===== src/core/adcsc_pkg.sv =====
// package: register map, field layout, reset values and timing of the converter control
package adcsc_pkg;

  // register byte offsets on the AXI4-Lite bus
  localparam logic [3:0] ADCSC_OFF_MODE   = 4'h0;
  localparam logic [3:0] ADCSC_OFF_START  = 4'h4;
  localparam logic [3:0] ADCSC_OFF_RESULT = 4'h8;
  localparam logic [3:0] ADCSC_OFF_IRQ    = 4'hc;
  localparam int         ADCSC_ADDR_W     = 4;

  // converter_mode_reg field positions
  localparam int ADCSC_MODE_SPEED_BIT = 7;
  localparam int ADCSC_MODE_TRIG_BIT  = 6;
  localparam int ADCSC_MODE_CHAN_LSB  = 0;
  localparam int ADCSC_MODE_CHAN_W    = 4;
  // conversion_start_reg field position
  localparam int ADCSC_START_FLAG_BIT = 7;
  // irq/pin control register field positions
  localparam int ADCSC_IRQ_REQ_BIT    = 0;
  localparam int ADCSC_IRQ_EN_BIT     = 1;
  localparam int ADCSC_IRQ_PINFN_BIT  = 2;
  localparam int ADCSC_IRQ_EDGE_BIT   = 3;

  // reset values and read-as-one masks
  localparam logic [7:0] ADCSC_MODE_RST      = 8'h30;
  localparam logic [7:0] ADCSC_MODE_RSV_ONES = 8'h30;
  localparam logic [7:0] ADCSC_START_RST     = 8'h7f;
  localparam logic [7:0] ADCSC_START_RSV     = 8'h7f;

  // conversion timing in system clocks: sample phase plus eight equal steps
  localparam int         ADCSC_SLOW_TOTAL  = 62;
  localparam int         ADCSC_FAST_TOTAL  = 31;
  localparam logic [5:0] ADCSC_SLOW_SAMPLE = 6'd14;
  localparam logic [5:0] ADCSC_SLOW_STEP   = 6'((ADCSC_SLOW_TOTAL - 14) / 8);
  localparam logic [5:0] ADCSC_FAST_SAMPLE = 6'd7;
  localparam logic [5:0] ADCSC_FAST_STEP   = 6'((ADCSC_FAST_TOTAL - 7) / 8);

  // axi responses
  localparam logic [1:0] ADCSC_RESP_OKAY   = 2'b00;
  localparam logic [1:0] ADCSC_RESP_SLVERR = 2'b10;

  typedef struct packed {
    logic       speed;
    logic       trig_en;
    logic [1:0] rsv;
    logic [3:0] chan;
  } adcsc_mode_type;

  // drive toward the analog ladder, comparator and input multiplexer
  typedef struct packed {
    logic       mux_en;
    logic [3:0] mux_sel;
    logic       sample;
    logic [7:0] trial;
  } adcsc_ana_type;

endpackage : adcsc_pkg


===== src/core/adcsc_top.sv =====
// converter sequencing control: AXI4-Lite registers, trigger, successive approximation sequencer
//
// Contract
// - eight-bit read-only result register holds the last completed conversion.
// - result readable any time; value during a conversion is not guaranteed.
// - completed result stays unchanged until another conversion begins.
// - reset does not touch the result register.
// - mode register resets to 0x30.
// - mode bit 7 picks 62 clocks (0) or 31 clocks (1) per conversion.
// - mode bit 6 lets the selected trigger pin edge start a conversion.
// - mode bits 5 and 4 read as one and ignore writes.
// - channel field: 00xx none, 01xx inputs 0-3, 10xx 4-7, 11xx 8-11.
// - start register bits 6..0 read as one; start flag resets to 0.
// - start flag write of 1 or enabled trigger edge starts; edge sets flag.
// - at completion result loads and start flag clears in the same cycle.
// - writing 0 to the start flag aborts; flag shows conversion running.
// - successive approximation, eight bits, one bit per step, msb first.
// - flag falling sets done request; interrupt only when its enable is set.
// - trigger pin acts only when pin function select and trigger enable set.
// - selected edge polarity on the enabled pin sets the flag and starts.
// - start register resets to 0x7f.
`timescale 1ns/1ps

module adcsc_top
  import adcsc_pkg::*;
(
  // clock and reset
  input  wire logic                    sys_clk,
  input  wire logic                    rst,
  // axi4-lite write address
  input  wire logic [ADCSC_ADDR_W-1:0] s_axi_awaddr,
  input  wire logic [2:0]              s_axi_awprot,
  input  wire logic                    s_axi_awvalid,
  output logic                         s_axi_awready,
  // axi4-lite write data
  input  wire logic [31:0]             s_axi_wdata,
  input  wire logic [3:0]              s_axi_wstrb,
  input  wire logic                    s_axi_wvalid,
  output logic                         s_axi_wready,
  // axi4-lite write response
  output logic [1:0]                   s_axi_bresp,
  output logic                         s_axi_bvalid,
  input  wire logic                    s_axi_bready,
  // axi4-lite read address
  input  wire logic [ADCSC_ADDR_W-1:0] s_axi_araddr,
  input  wire logic [2:0]              s_axi_arprot,
  input  wire logic                    s_axi_arvalid,
  output logic                         s_axi_arready,
  // axi4-lite read data
  output logic [31:0]                  s_axi_rdata,
  output logic [1:0]                   s_axi_rresp,
  output logic                         s_axi_rvalid,
  input  wire logic                    s_axi_rready,
  // analog side
  output adcsc_ana_type                ana,
  input  wire logic                    comparator_high,
  // trigger and interrupt
  input  wire logic                    conversion_trigger_pin,
  output logic                         conversion_done_irq
);

  typedef enum logic [1:0] {ADCSC_IDLE, ADCSC_SAMPLE, ADCSC_STEP} adcsc_state_type;

  // input select: enable plus index 0..11
  function automatic logic [4:0] adcsc_chan_decode(input logic [3:0] ch);
    logic [3:0] idx;
    idx = ch - 4'h4;
    return {(ch[3] | ch[2]), idx};
  endfunction : adcsc_chan_decode

  // full word address: a misaligned byte address matches nothing and is refused
  function automatic logic adcsc_hit(input logic [ADCSC_ADDR_W-1:0] a, input logic [3:0] off);
    return a == off;
  endfunction : adcsc_hit

  // one-hot mask of the bit under trial
  function automatic logic [7:0] adcsc_bit_mask(input logic [2:0] b);
    return 8'h01 << b;
  endfunction : adcsc_bit_mask

  // registers
  adcsc_mode_type              mode_q;
  logic                        busy_q;
  logic [7:0]                  result_q;
  logic                        done_req_q;
  logic                        done_en_q;
  logic                        pin_fn_q;
  logic                        edge_rise_q;
  adcsc_state_type             state_q;
  logic [5:0]                  cnt_q;
  logic [2:0]                  bit_q;
  logic [7:0]                  trial_q;
  logic                        trig_prev_q;
  logic                        trig_armed_q;

  // bus slave state
  logic                        aw_held_q;
  logic [ADCSC_ADDR_W-1:0]     aw_addr_q;
  logic                        w_held_q;
  logic [7:0]                  w_data_q;
  logic                        w_lane0_q;

  // ---------------- bus write path ----------------
  wire aw_take = s_axi_awvalid & s_axi_awready;
  wire w_take  = s_axi_wvalid & s_axi_wready;
  // a response still waiting for bready holds the next write back
  wire       wr_fire  = aw_held_q & w_held_q & ~s_axi_bvalid;
  wire       wa_mode  = adcsc_hit(aw_addr_q, ADCSC_OFF_MODE);
  wire       wa_start = adcsc_hit(aw_addr_q, ADCSC_OFF_START);
  wire       wa_res   = adcsc_hit(aw_addr_q, ADCSC_OFF_RESULT);
  wire       wa_irq   = adcsc_hit(aw_addr_q, ADCSC_OFF_IRQ);
  wire       wr_known = wa_mode | wa_start | wa_res | wa_irq;
  // a cleared byte-0 strobe turns the write into a no-op that still answers
  wire       wr_lane  = wr_fire & w_lane0_q;
  wire       wr_mode  = wr_lane & wa_mode;
  wire       wr_start = wr_lane & wa_start;
  wire       wr_irq   = wr_lane & wa_irq;
  wire [1:0] wr_resp  = wr_known ? ADCSC_RESP_OKAY : ADCSC_RESP_SLVERR;

  always_ff @(posedge sys_clk or posedge rst) begin
    if (rst) begin
      s_axi_awready <= 1'b0;
      s_axi_wready  <= 1'b0;
      aw_held_q     <= 1'b0;
      w_held_q      <= 1'b0;
      aw_addr_q     <= '0;
      w_data_q      <= 8'h00;
      w_lane0_q     <= 1'b0;
      s_axi_bvalid  <= 1'b0;
      s_axi_bresp   <= ADCSC_RESP_OKAY;
    end else begin
      // readies drop after a take so a held channel is never overwritten
      s_axi_awready <= ~aw_held_q & ~aw_take;
      s_axi_wready  <= ~w_held_q & ~w_take;
      if (aw_take) begin
        aw_held_q <= 1'b1;
        aw_addr_q <= s_axi_awaddr;
      end
      if (w_take) begin
        w_held_q  <= 1'b1;
        w_data_q  <= s_axi_wdata[7:0];
        w_lane0_q <= s_axi_wstrb[0];
      end
      if (wr_fire) begin
        aw_held_q     <= 1'b0;
        w_held_q      <= 1'b0;
        s_axi_awready <= 1'b1;
        s_axi_wready  <= 1'b1;
        s_axi_bvalid  <= 1'b1;
        s_axi_bresp   <= wr_resp;
      end else if (s_axi_bready) begin
        s_axi_bvalid <= 1'b0;
      end
    end
  end

  // ---------------- bus read path ----------------
  wire ar_take = s_axi_arvalid & s_axi_arready;
  wire [7:0] rd_mode  = mode_q | ADCSC_MODE_RSV_ONES;
  wire [7:0] rd_start = {busy_q, ADCSC_START_RSV[6:0]};
  wire [7:0] rd_irq   = {4'h0, edge_rise_q, pin_fn_q, done_en_q, done_req_q};
  wire rd_m = adcsc_hit(s_axi_araddr, ADCSC_OFF_MODE);
  wire rd_s = adcsc_hit(s_axi_araddr, ADCSC_OFF_START);
  wire rd_r = adcsc_hit(s_axi_araddr, ADCSC_OFF_RESULT);
  wire rd_i = adcsc_hit(s_axi_araddr, ADCSC_OFF_IRQ);
  // result is readable at any moment; mid-conversion it shows the previous value
  wire [7:0] rd_byte = rd_m ? rd_mode  :
                       rd_s ? rd_start :
                       rd_r ? result_q :
                       rd_i ? rd_irq   :
                       8'h00;
  wire       rd_ok   = rd_m | rd_s | rd_r | rd_i;
  wire [1:0] rd_resp = rd_ok ? ADCSC_RESP_OKAY : ADCSC_RESP_SLVERR;

  always_ff @(posedge sys_clk or posedge rst) begin
    if (rst) begin
      s_axi_arready <= 1'b0;
      s_axi_rvalid  <= 1'b0;
      s_axi_rdata   <= 32'h0000_0000;
      s_axi_rresp   <= ADCSC_RESP_OKAY;
    end else begin
      s_axi_arready <= ~s_axi_rvalid & ~ar_take;
      if (ar_take) begin
        s_axi_rvalid <= 1'b1;
        s_axi_rdata  <= {24'h00_0000, rd_byte};
        s_axi_rresp  <= rd_resp;
      end else if (s_axi_rvalid & s_axi_rready) begin
        s_axi_rvalid  <= 1'b0;
        s_axi_arready <= 1'b1;
      end
    end
  end

  // ---------------- trigger edge ----------------
  // armed bit keeps a pin already high at reset release from looking like an edge
  wire trig_rise  = conversion_trigger_pin & ~trig_prev_q;
  wire trig_fall  = ~conversion_trigger_pin & trig_prev_q;
  wire trig_gate  = pin_fn_q & mode_q.trig_en;
  wire trig_edge  = edge_rise_q ? trig_rise : trig_fall;
  wire trig_event = trig_armed_q & trig_gate & trig_edge;

  always_ff @(posedge sys_clk or posedge rst) begin
    if (rst) begin
      trig_prev_q  <= 1'b0;
      trig_armed_q <= 1'b0;
    end else begin
      trig_prev_q  <= conversion_trigger_pin;
      trig_armed_q <= 1'b1;
    end
  end

  // ---------------- sequencer ----------------
  wire       wr_flag     = w_data_q[ADCSC_START_FLAG_BIT];
  wire       sw_start    = wr_start & wr_flag;
  wire       sw_abort    = wr_start & ~wr_flag;
  // a start while running is dropped, so the live conversion is never restarted
  wire       go          = ~busy_q & ~sw_abort & (sw_start | trig_event);
  wire [5:0] sample_len  = mode_q.speed ? ADCSC_FAST_SAMPLE : ADCSC_SLOW_SAMPLE;
  wire [5:0] step_len    = mode_q.speed ? ADCSC_FAST_STEP : ADCSC_SLOW_STEP;
  wire [5:0] sample_load = sample_len - 6'd1;
  wire [5:0] step_load   = step_len - 6'd1;
  wire       cnt_zero    = (cnt_q == 6'd0);
  wire [2:0] bit_next    = bit_q - 3'd1;
  wire       in_sample   = (state_q == ADCSC_SAMPLE);
  wire       step_end    = (state_q == ADCSC_STEP) & cnt_zero;
  // comparator low: the trial code overshoots the input, so the bit under trial drops
  wire [7:0] decided     = comparator_high ? trial_q : (trial_q & ~adcsc_bit_mask(bit_q));
  wire       finish      = busy_q & step_end & (bit_q == 3'd0) & ~sw_abort;
  wire       flag_fall   = busy_q & (finish | sw_abort);

  always_ff @(posedge sys_clk or posedge rst) begin
    if (rst) begin
      state_q <= ADCSC_IDLE;
      busy_q  <= ADCSC_START_RST[ADCSC_START_FLAG_BIT];
      cnt_q   <= 6'd0;
      bit_q   <= 3'd7;
      trial_q <= 8'h00;
    end else if (sw_abort) begin
      // abort drops to idle at once and loads no result
      state_q <= ADCSC_IDLE;
      busy_q  <= 1'b0;
    end else begin
      case (state_q)
        ADCSC_IDLE: begin
          if (go) begin
            state_q <= ADCSC_SAMPLE;
            busy_q  <= 1'b1;
            cnt_q   <= sample_load;
            bit_q   <= 3'd7;
            trial_q <= 8'h80;
          end
        end
        ADCSC_SAMPLE: begin
          if (cnt_zero) begin
            state_q <= ADCSC_STEP;
            cnt_q   <= step_load;
          end else begin
            cnt_q <= cnt_q - 6'd1;
          end
        end
        ADCSC_STEP: begin
          if (!cnt_zero) begin
            cnt_q <= cnt_q - 6'd1;
          end else if (bit_q == 3'd0) begin
            state_q <= ADCSC_IDLE;
            busy_q  <= 1'b0;
            trial_q <= decided;
          end else begin
            trial_q <= decided | adcsc_bit_mask(bit_next);
            bit_q   <= bit_next;
            cnt_q   <= step_load;
          end
        end
        // unused encoding falls back to idle
        default: begin
          state_q <= ADCSC_IDLE;
          busy_q  <= 1'b0;
        end
      endcase
    end
  end

  // result has no reset; it changes only on completion
  always_ff @(posedge sys_clk) begin
    if (finish) begin
      result_q <= decided;
    end
  end

  // ---------------- mode and request/enable registers ----------------
  always_ff @(posedge sys_clk or posedge rst) begin
    if (rst) begin
      mode_q      <= ADCSC_MODE_RST;
      done_req_q  <= 1'b0;
      done_en_q   <= 1'b0;
      pin_fn_q    <= 1'b0;
      edge_rise_q <= 1'b0;
    end else begin
      // reserved bits are never written, so they keep their reset ones
      if (wr_mode) begin
        mode_q.speed   <= w_data_q[ADCSC_MODE_SPEED_BIT];
        mode_q.trig_en <= w_data_q[ADCSC_MODE_TRIG_BIT];
        mode_q.chan    <= w_data_q[ADCSC_MODE_CHAN_LSB +: ADCSC_MODE_CHAN_W];
      end
      if (wr_irq) begin
        done_en_q   <= w_data_q[ADCSC_IRQ_EN_BIT];
        pin_fn_q    <= w_data_q[ADCSC_IRQ_PINFN_BIT];
        edge_rise_q <= w_data_q[ADCSC_IRQ_EDGE_BIT];
      end
      // writing 0 clears the request; a flag fall in the same cycle wins
      if (flag_fall) begin
        done_req_q <= 1'b1;
      end else if (wr_irq & ~w_data_q[ADCSC_IRQ_REQ_BIT]) begin
        done_req_q <= 1'b0;
      end
    end
  end

  // ---------------- registered outputs ----------------
  wire [4:0] chan_dec = adcsc_chan_decode(mode_q.chan);
  wire       chan_on  = chan_dec[4];
  wire [3:0] chan_idx = chan_dec[3:0];
  // request and enable meet a cycle late so the pin comes straight from a flop
  wire       irq_d    = done_req_q & done_en_q;

  always_ff @(posedge sys_clk or posedge rst) begin
    if (rst) begin
      ana                 <= '0;
      conversion_done_irq <= 1'b0;
    end else begin
      ana.mux_en          <= chan_on;
      ana.mux_sel         <= chan_idx;
      ana.sample          <= in_sample;
      ana.trial           <= trial_q;
      conversion_done_irq <= irq_d;
    end
  end

endmodule : adcsc_top


===== config.mk =====
export PLATFORM = sky130hd
export DESIGN_NAME = adcsc_top
export DESIGN_NICKNAME = d
export VERILOG_FILES = /design/src/core/adcsc_pkg.sv /design/src/core/adcsc_top.sv
export SDC_FILE = /design/constraint.sdc
export NUM_CORES = 1
export LEC_CHECK = 0
export ABC_AREA = 1
export BUFFER_PORTS_ARGS = -buffer_cell sky130_fd_sc_hd__buf_2
export CORE_AREA = 4 4 89 91
export CTS_BUF_LIST = sky130_fd_sc_hd__clkbuf_8
export DETAILED_ROUTE_END_ITERATION = 16
export DIE_AREA = 0 0 93 95
export GPL_ROUTABILITY_DRIVEN = 0
export PLACE_DENSITY_LB_ADDON = 0.12
export SLEW_MARGIN = 10
export SYNTH_ARGS = -nofsm -noshare
export SYNTH_HDL_FRONTEND = slang
export SYNTH_SLANG_ARGS = --single-unit

===== constraint.sdc =====
create_clock -name sys_clk -period 8.4 [get_ports sys_clk]
set_input_delay 2.52 -clock sys_clk [delete_from_list [all_inputs] [get_ports sys_clk]]
set_output_delay 2.52 -clock sys_clk [all_outputs]
set_load 0.03 [all_outputs]

==> summary.txt <==
Status - finished, final reports clean
Final setup vio count - 0
Pwr Density - 333 mW/mm^2
Initial antenna violation count - 0
Hold Crit Class - reg2reg
WL/cell - 11.9 um
CTS tree - yes
Pint - 0.000897 W
Clock latency on the worst-skew pair - 0.34 ns
Syn_area_per_cell - 9.27 sq um
Die area - 0.00884 sq mm
Yosys cell types - 33
Max_slew headroom - 39.5%
Root Buffer - clkbuf_8
Yosys top cell area share - 44.4%
Buffer and inverter count on the worst path - 1
Hpwl dp - 5.20 mm
DRC viols - 0
Chip height - 95 um
I/O pin count - 115
Share of cells above drive strength 1 - 22.2%
Max Transition Viols Final - 0
Post-CTS Setup Bufs - 0
Setup TNS - 0 ns
Cells after DPL - 584
Iter 0 DRT Violations - 148
Layout Cells excl Fill - 600
Clk pwr share - 21.6%
Crit-path leading delay family - flip-flops
Core area - 0.00714 sq mm
Critical path launch point type - flip-flop
Pre-antenna DRT Iters - 4
CP Max Fanout - 2
Pin count of the biggest net entering global routing - 76
Synth area leaders - dfrtp_1 44%, nand2_1 9.3%, edfxtp_1 5.9%
Final Critical Period - 3.43 ns
Final core utilization - 63.6%
Crit path required time - 5.88 ns
DIE WIDTH - 93 um
RSZ-0062 raised after global routing - no
Switching share of power - 40.6%
Total Nets Final - 567
Vias in the first global route - 2744
Register area share after synthesis - 52.2%
Asr flop ratio synth - 90.4%
Setup crit end kind - output pin
Synthesized instance count - 438
Achievable Freq - 291 MHz
Period utilization - 40.9%
Critical Path Max Stage Delay - 0.39 ns
Post-cts resize count - 0
IO buf count - 53
Worst-Margin Slew - 0.907 ns
Sequential power share - 40.5%
Clock sinks - 83
Inserted Diodes - 0
Gr ovfl total - 0
Via/cell ratio - 4.67
GRT Util Overall - 17.7%
CTS clk-pin slew, worst paths - 0.08 ns
CTS Hold Bufs - 0
CP Class - reg2out
Share of power burned in combinational logic - 37.8%
Ys flop type - dfrtp_1
Area grow syn2layout - 11.8%
Psw - 0.000614 W
Crit-path slowest cell - dfrtp_1
Filler cells - 628
Largest buffer count on any clock path - 2
DRT Wirelength - 7.15 mm
Synthesized flop and latch total - 83
Final Hold Vio Count - 0
Crit-path cells - buf_2
Skew final - 0.0108 ns
Leakage - 2.42 nW
Vias - 2801
Area leader, netlist - dfrtp_1
H-tree depth - 3
Total of max-cap violations - 0
EDFF count, synth - 8
Starting Density - 56.9%
Highest ir drop seen on vdd - 0.159 mV
Crit path arrival time - 0.91 ns
Yosys warnings - 0
First-pass GRT wire length - 12.2 mm
Num CTS Buffers - 9
Cell area after synthesis - 0.00406 sq mm
Rows - 31
Hold slack final - 0.404 ns
ANT nets after route - 0
## area by class of cell
class,instances,area (sq um),share of cell area (%)
multi-input combinational,284,1540,34.0
clock inverter,4,72.6,1.60
timing repair buffer,54,273,6.01
inverter,64,240,5.29
clock buffer,12,165,3.64
sequential,83,2120,46.7
tap,99,124,2.73
## through the flow
stage	total power (W)	cell area, sq um	worst slack [ns]
after floorplan	0.00109	4150	3.97
after global placement	0.00118	4300	4.79
after detailed placement	0.00119	4300	4.72
after CTS	0.00152	4540	4.94
after global routing	0.00163	4540	4.91
final	0.00151	4540	4.97
## power by group through the flow
stage | clock (W) | combinational, W | sequential (W)
6_report | 0.000327 | 0.000572 | 0.000612
5_1_grt | 0.000354 | 0.000648 | 0.000630
4_1_cts | 0.000333 | 0.000578 | 0.000613
3_5_place_dp | 0 | 0.000573 | 0.000620
3_3_place_gp | 0 | 0.000562 | 0.000617
2_1_floorplan | 0 | 0.000429 | 0.000666
## Yosys cell counts, types with 3 or more instances
| cell type | n |
|---|---|
| a21oi_1 | 12 |
| edfxtp_1 | 8 |
| clkbuf_1 | 3 |
| nand2_2 | 10 |
| ha_1 | 12 |
| o21ai_2 | 14 |
| nand3_4 | 3 |
| nor2_1 | 20 |
| nor3_1 | 4 |
| inv_1 | 61 |
| inv_2 | 3 |
| dfrtp_1 | 72 |
| nand2_1 | 101 |
| xor2_1 | 3 |
| nand3_1 | 12 |
| dfstp_2 | 3 |
| o21ai_0 | 44 |
| nand4_1 | 7 |
| buf_4 | 27 |
## registers in the layout, indices dropped and copies added, names as in the netlist, 2 cells and up
name	count
ana	14
aw_addr_q	4
bit_q	3
cnt_q	6
mode_q	6
result_q	8
s_axi_rdata	8
state_q	2
trial_q	8
w_data_q	6
## cells in the final DEF, fill, tap and decap left out, drive strengths merged, types with 4 or more instances in the layout
cell and n:
dfrtp 72, nand4 8, clkbuf 12, ha 12, a21oi 12, conb 27
inv 65, o21ai 58, nor2 22, nand3 15, nand2 114, nor3 4
edfxtp 8, buf 54
## metal layers
metal  vias up  global-route usage (%)  part of all wire [%]
li1       1452                       -                     -
met1      1268                    22.7                    46
met2        74                    29.5                    47
met4         0                    7.33                   1.4
met5         -                       0                     0
met3         7                    3.75                   5.1
## kinds of logic after synthesis
| logic type | Yosys count | synth area share (%) |
|---|---|---|
| AO/OA/AOI/OAI | 74 | 10.6 |
| multiplexers | 2 | 0.555 |
| flip-flops | 83 | 52.2 |
| adder cells (fa/ha/maj) | 12 | 3.70 |
| XOR/XNOR | 5 | 1.08 |
| other | 2 | 0.185 |
| buffers and inverters | 96 | 12.0 |
| AND/OR/NAND/NOR | 164 | 19.6 |
## final timing paths
check / start / end / slack, ns / depth (start not counted)
min in group asynchronous: rst / aw_addr_q[1] / 2.44 / 3
hold / removal: trial_q[2] / ana[2] / 0.40 / 0
setup / recovery: s_axi_rdata[5] / s_axi_rdata[5] / 4.97 / 1
hold reg to reg: trial_q[2] / ana[2] / 0.40 / 0
setup reg to reg: state_q[0] / result_q[2] / 6.06 / 6
max in group asynchronous: rst / busy_q / 5.36 / 3
Note: power is estimated with default switching activity, not from simulation.
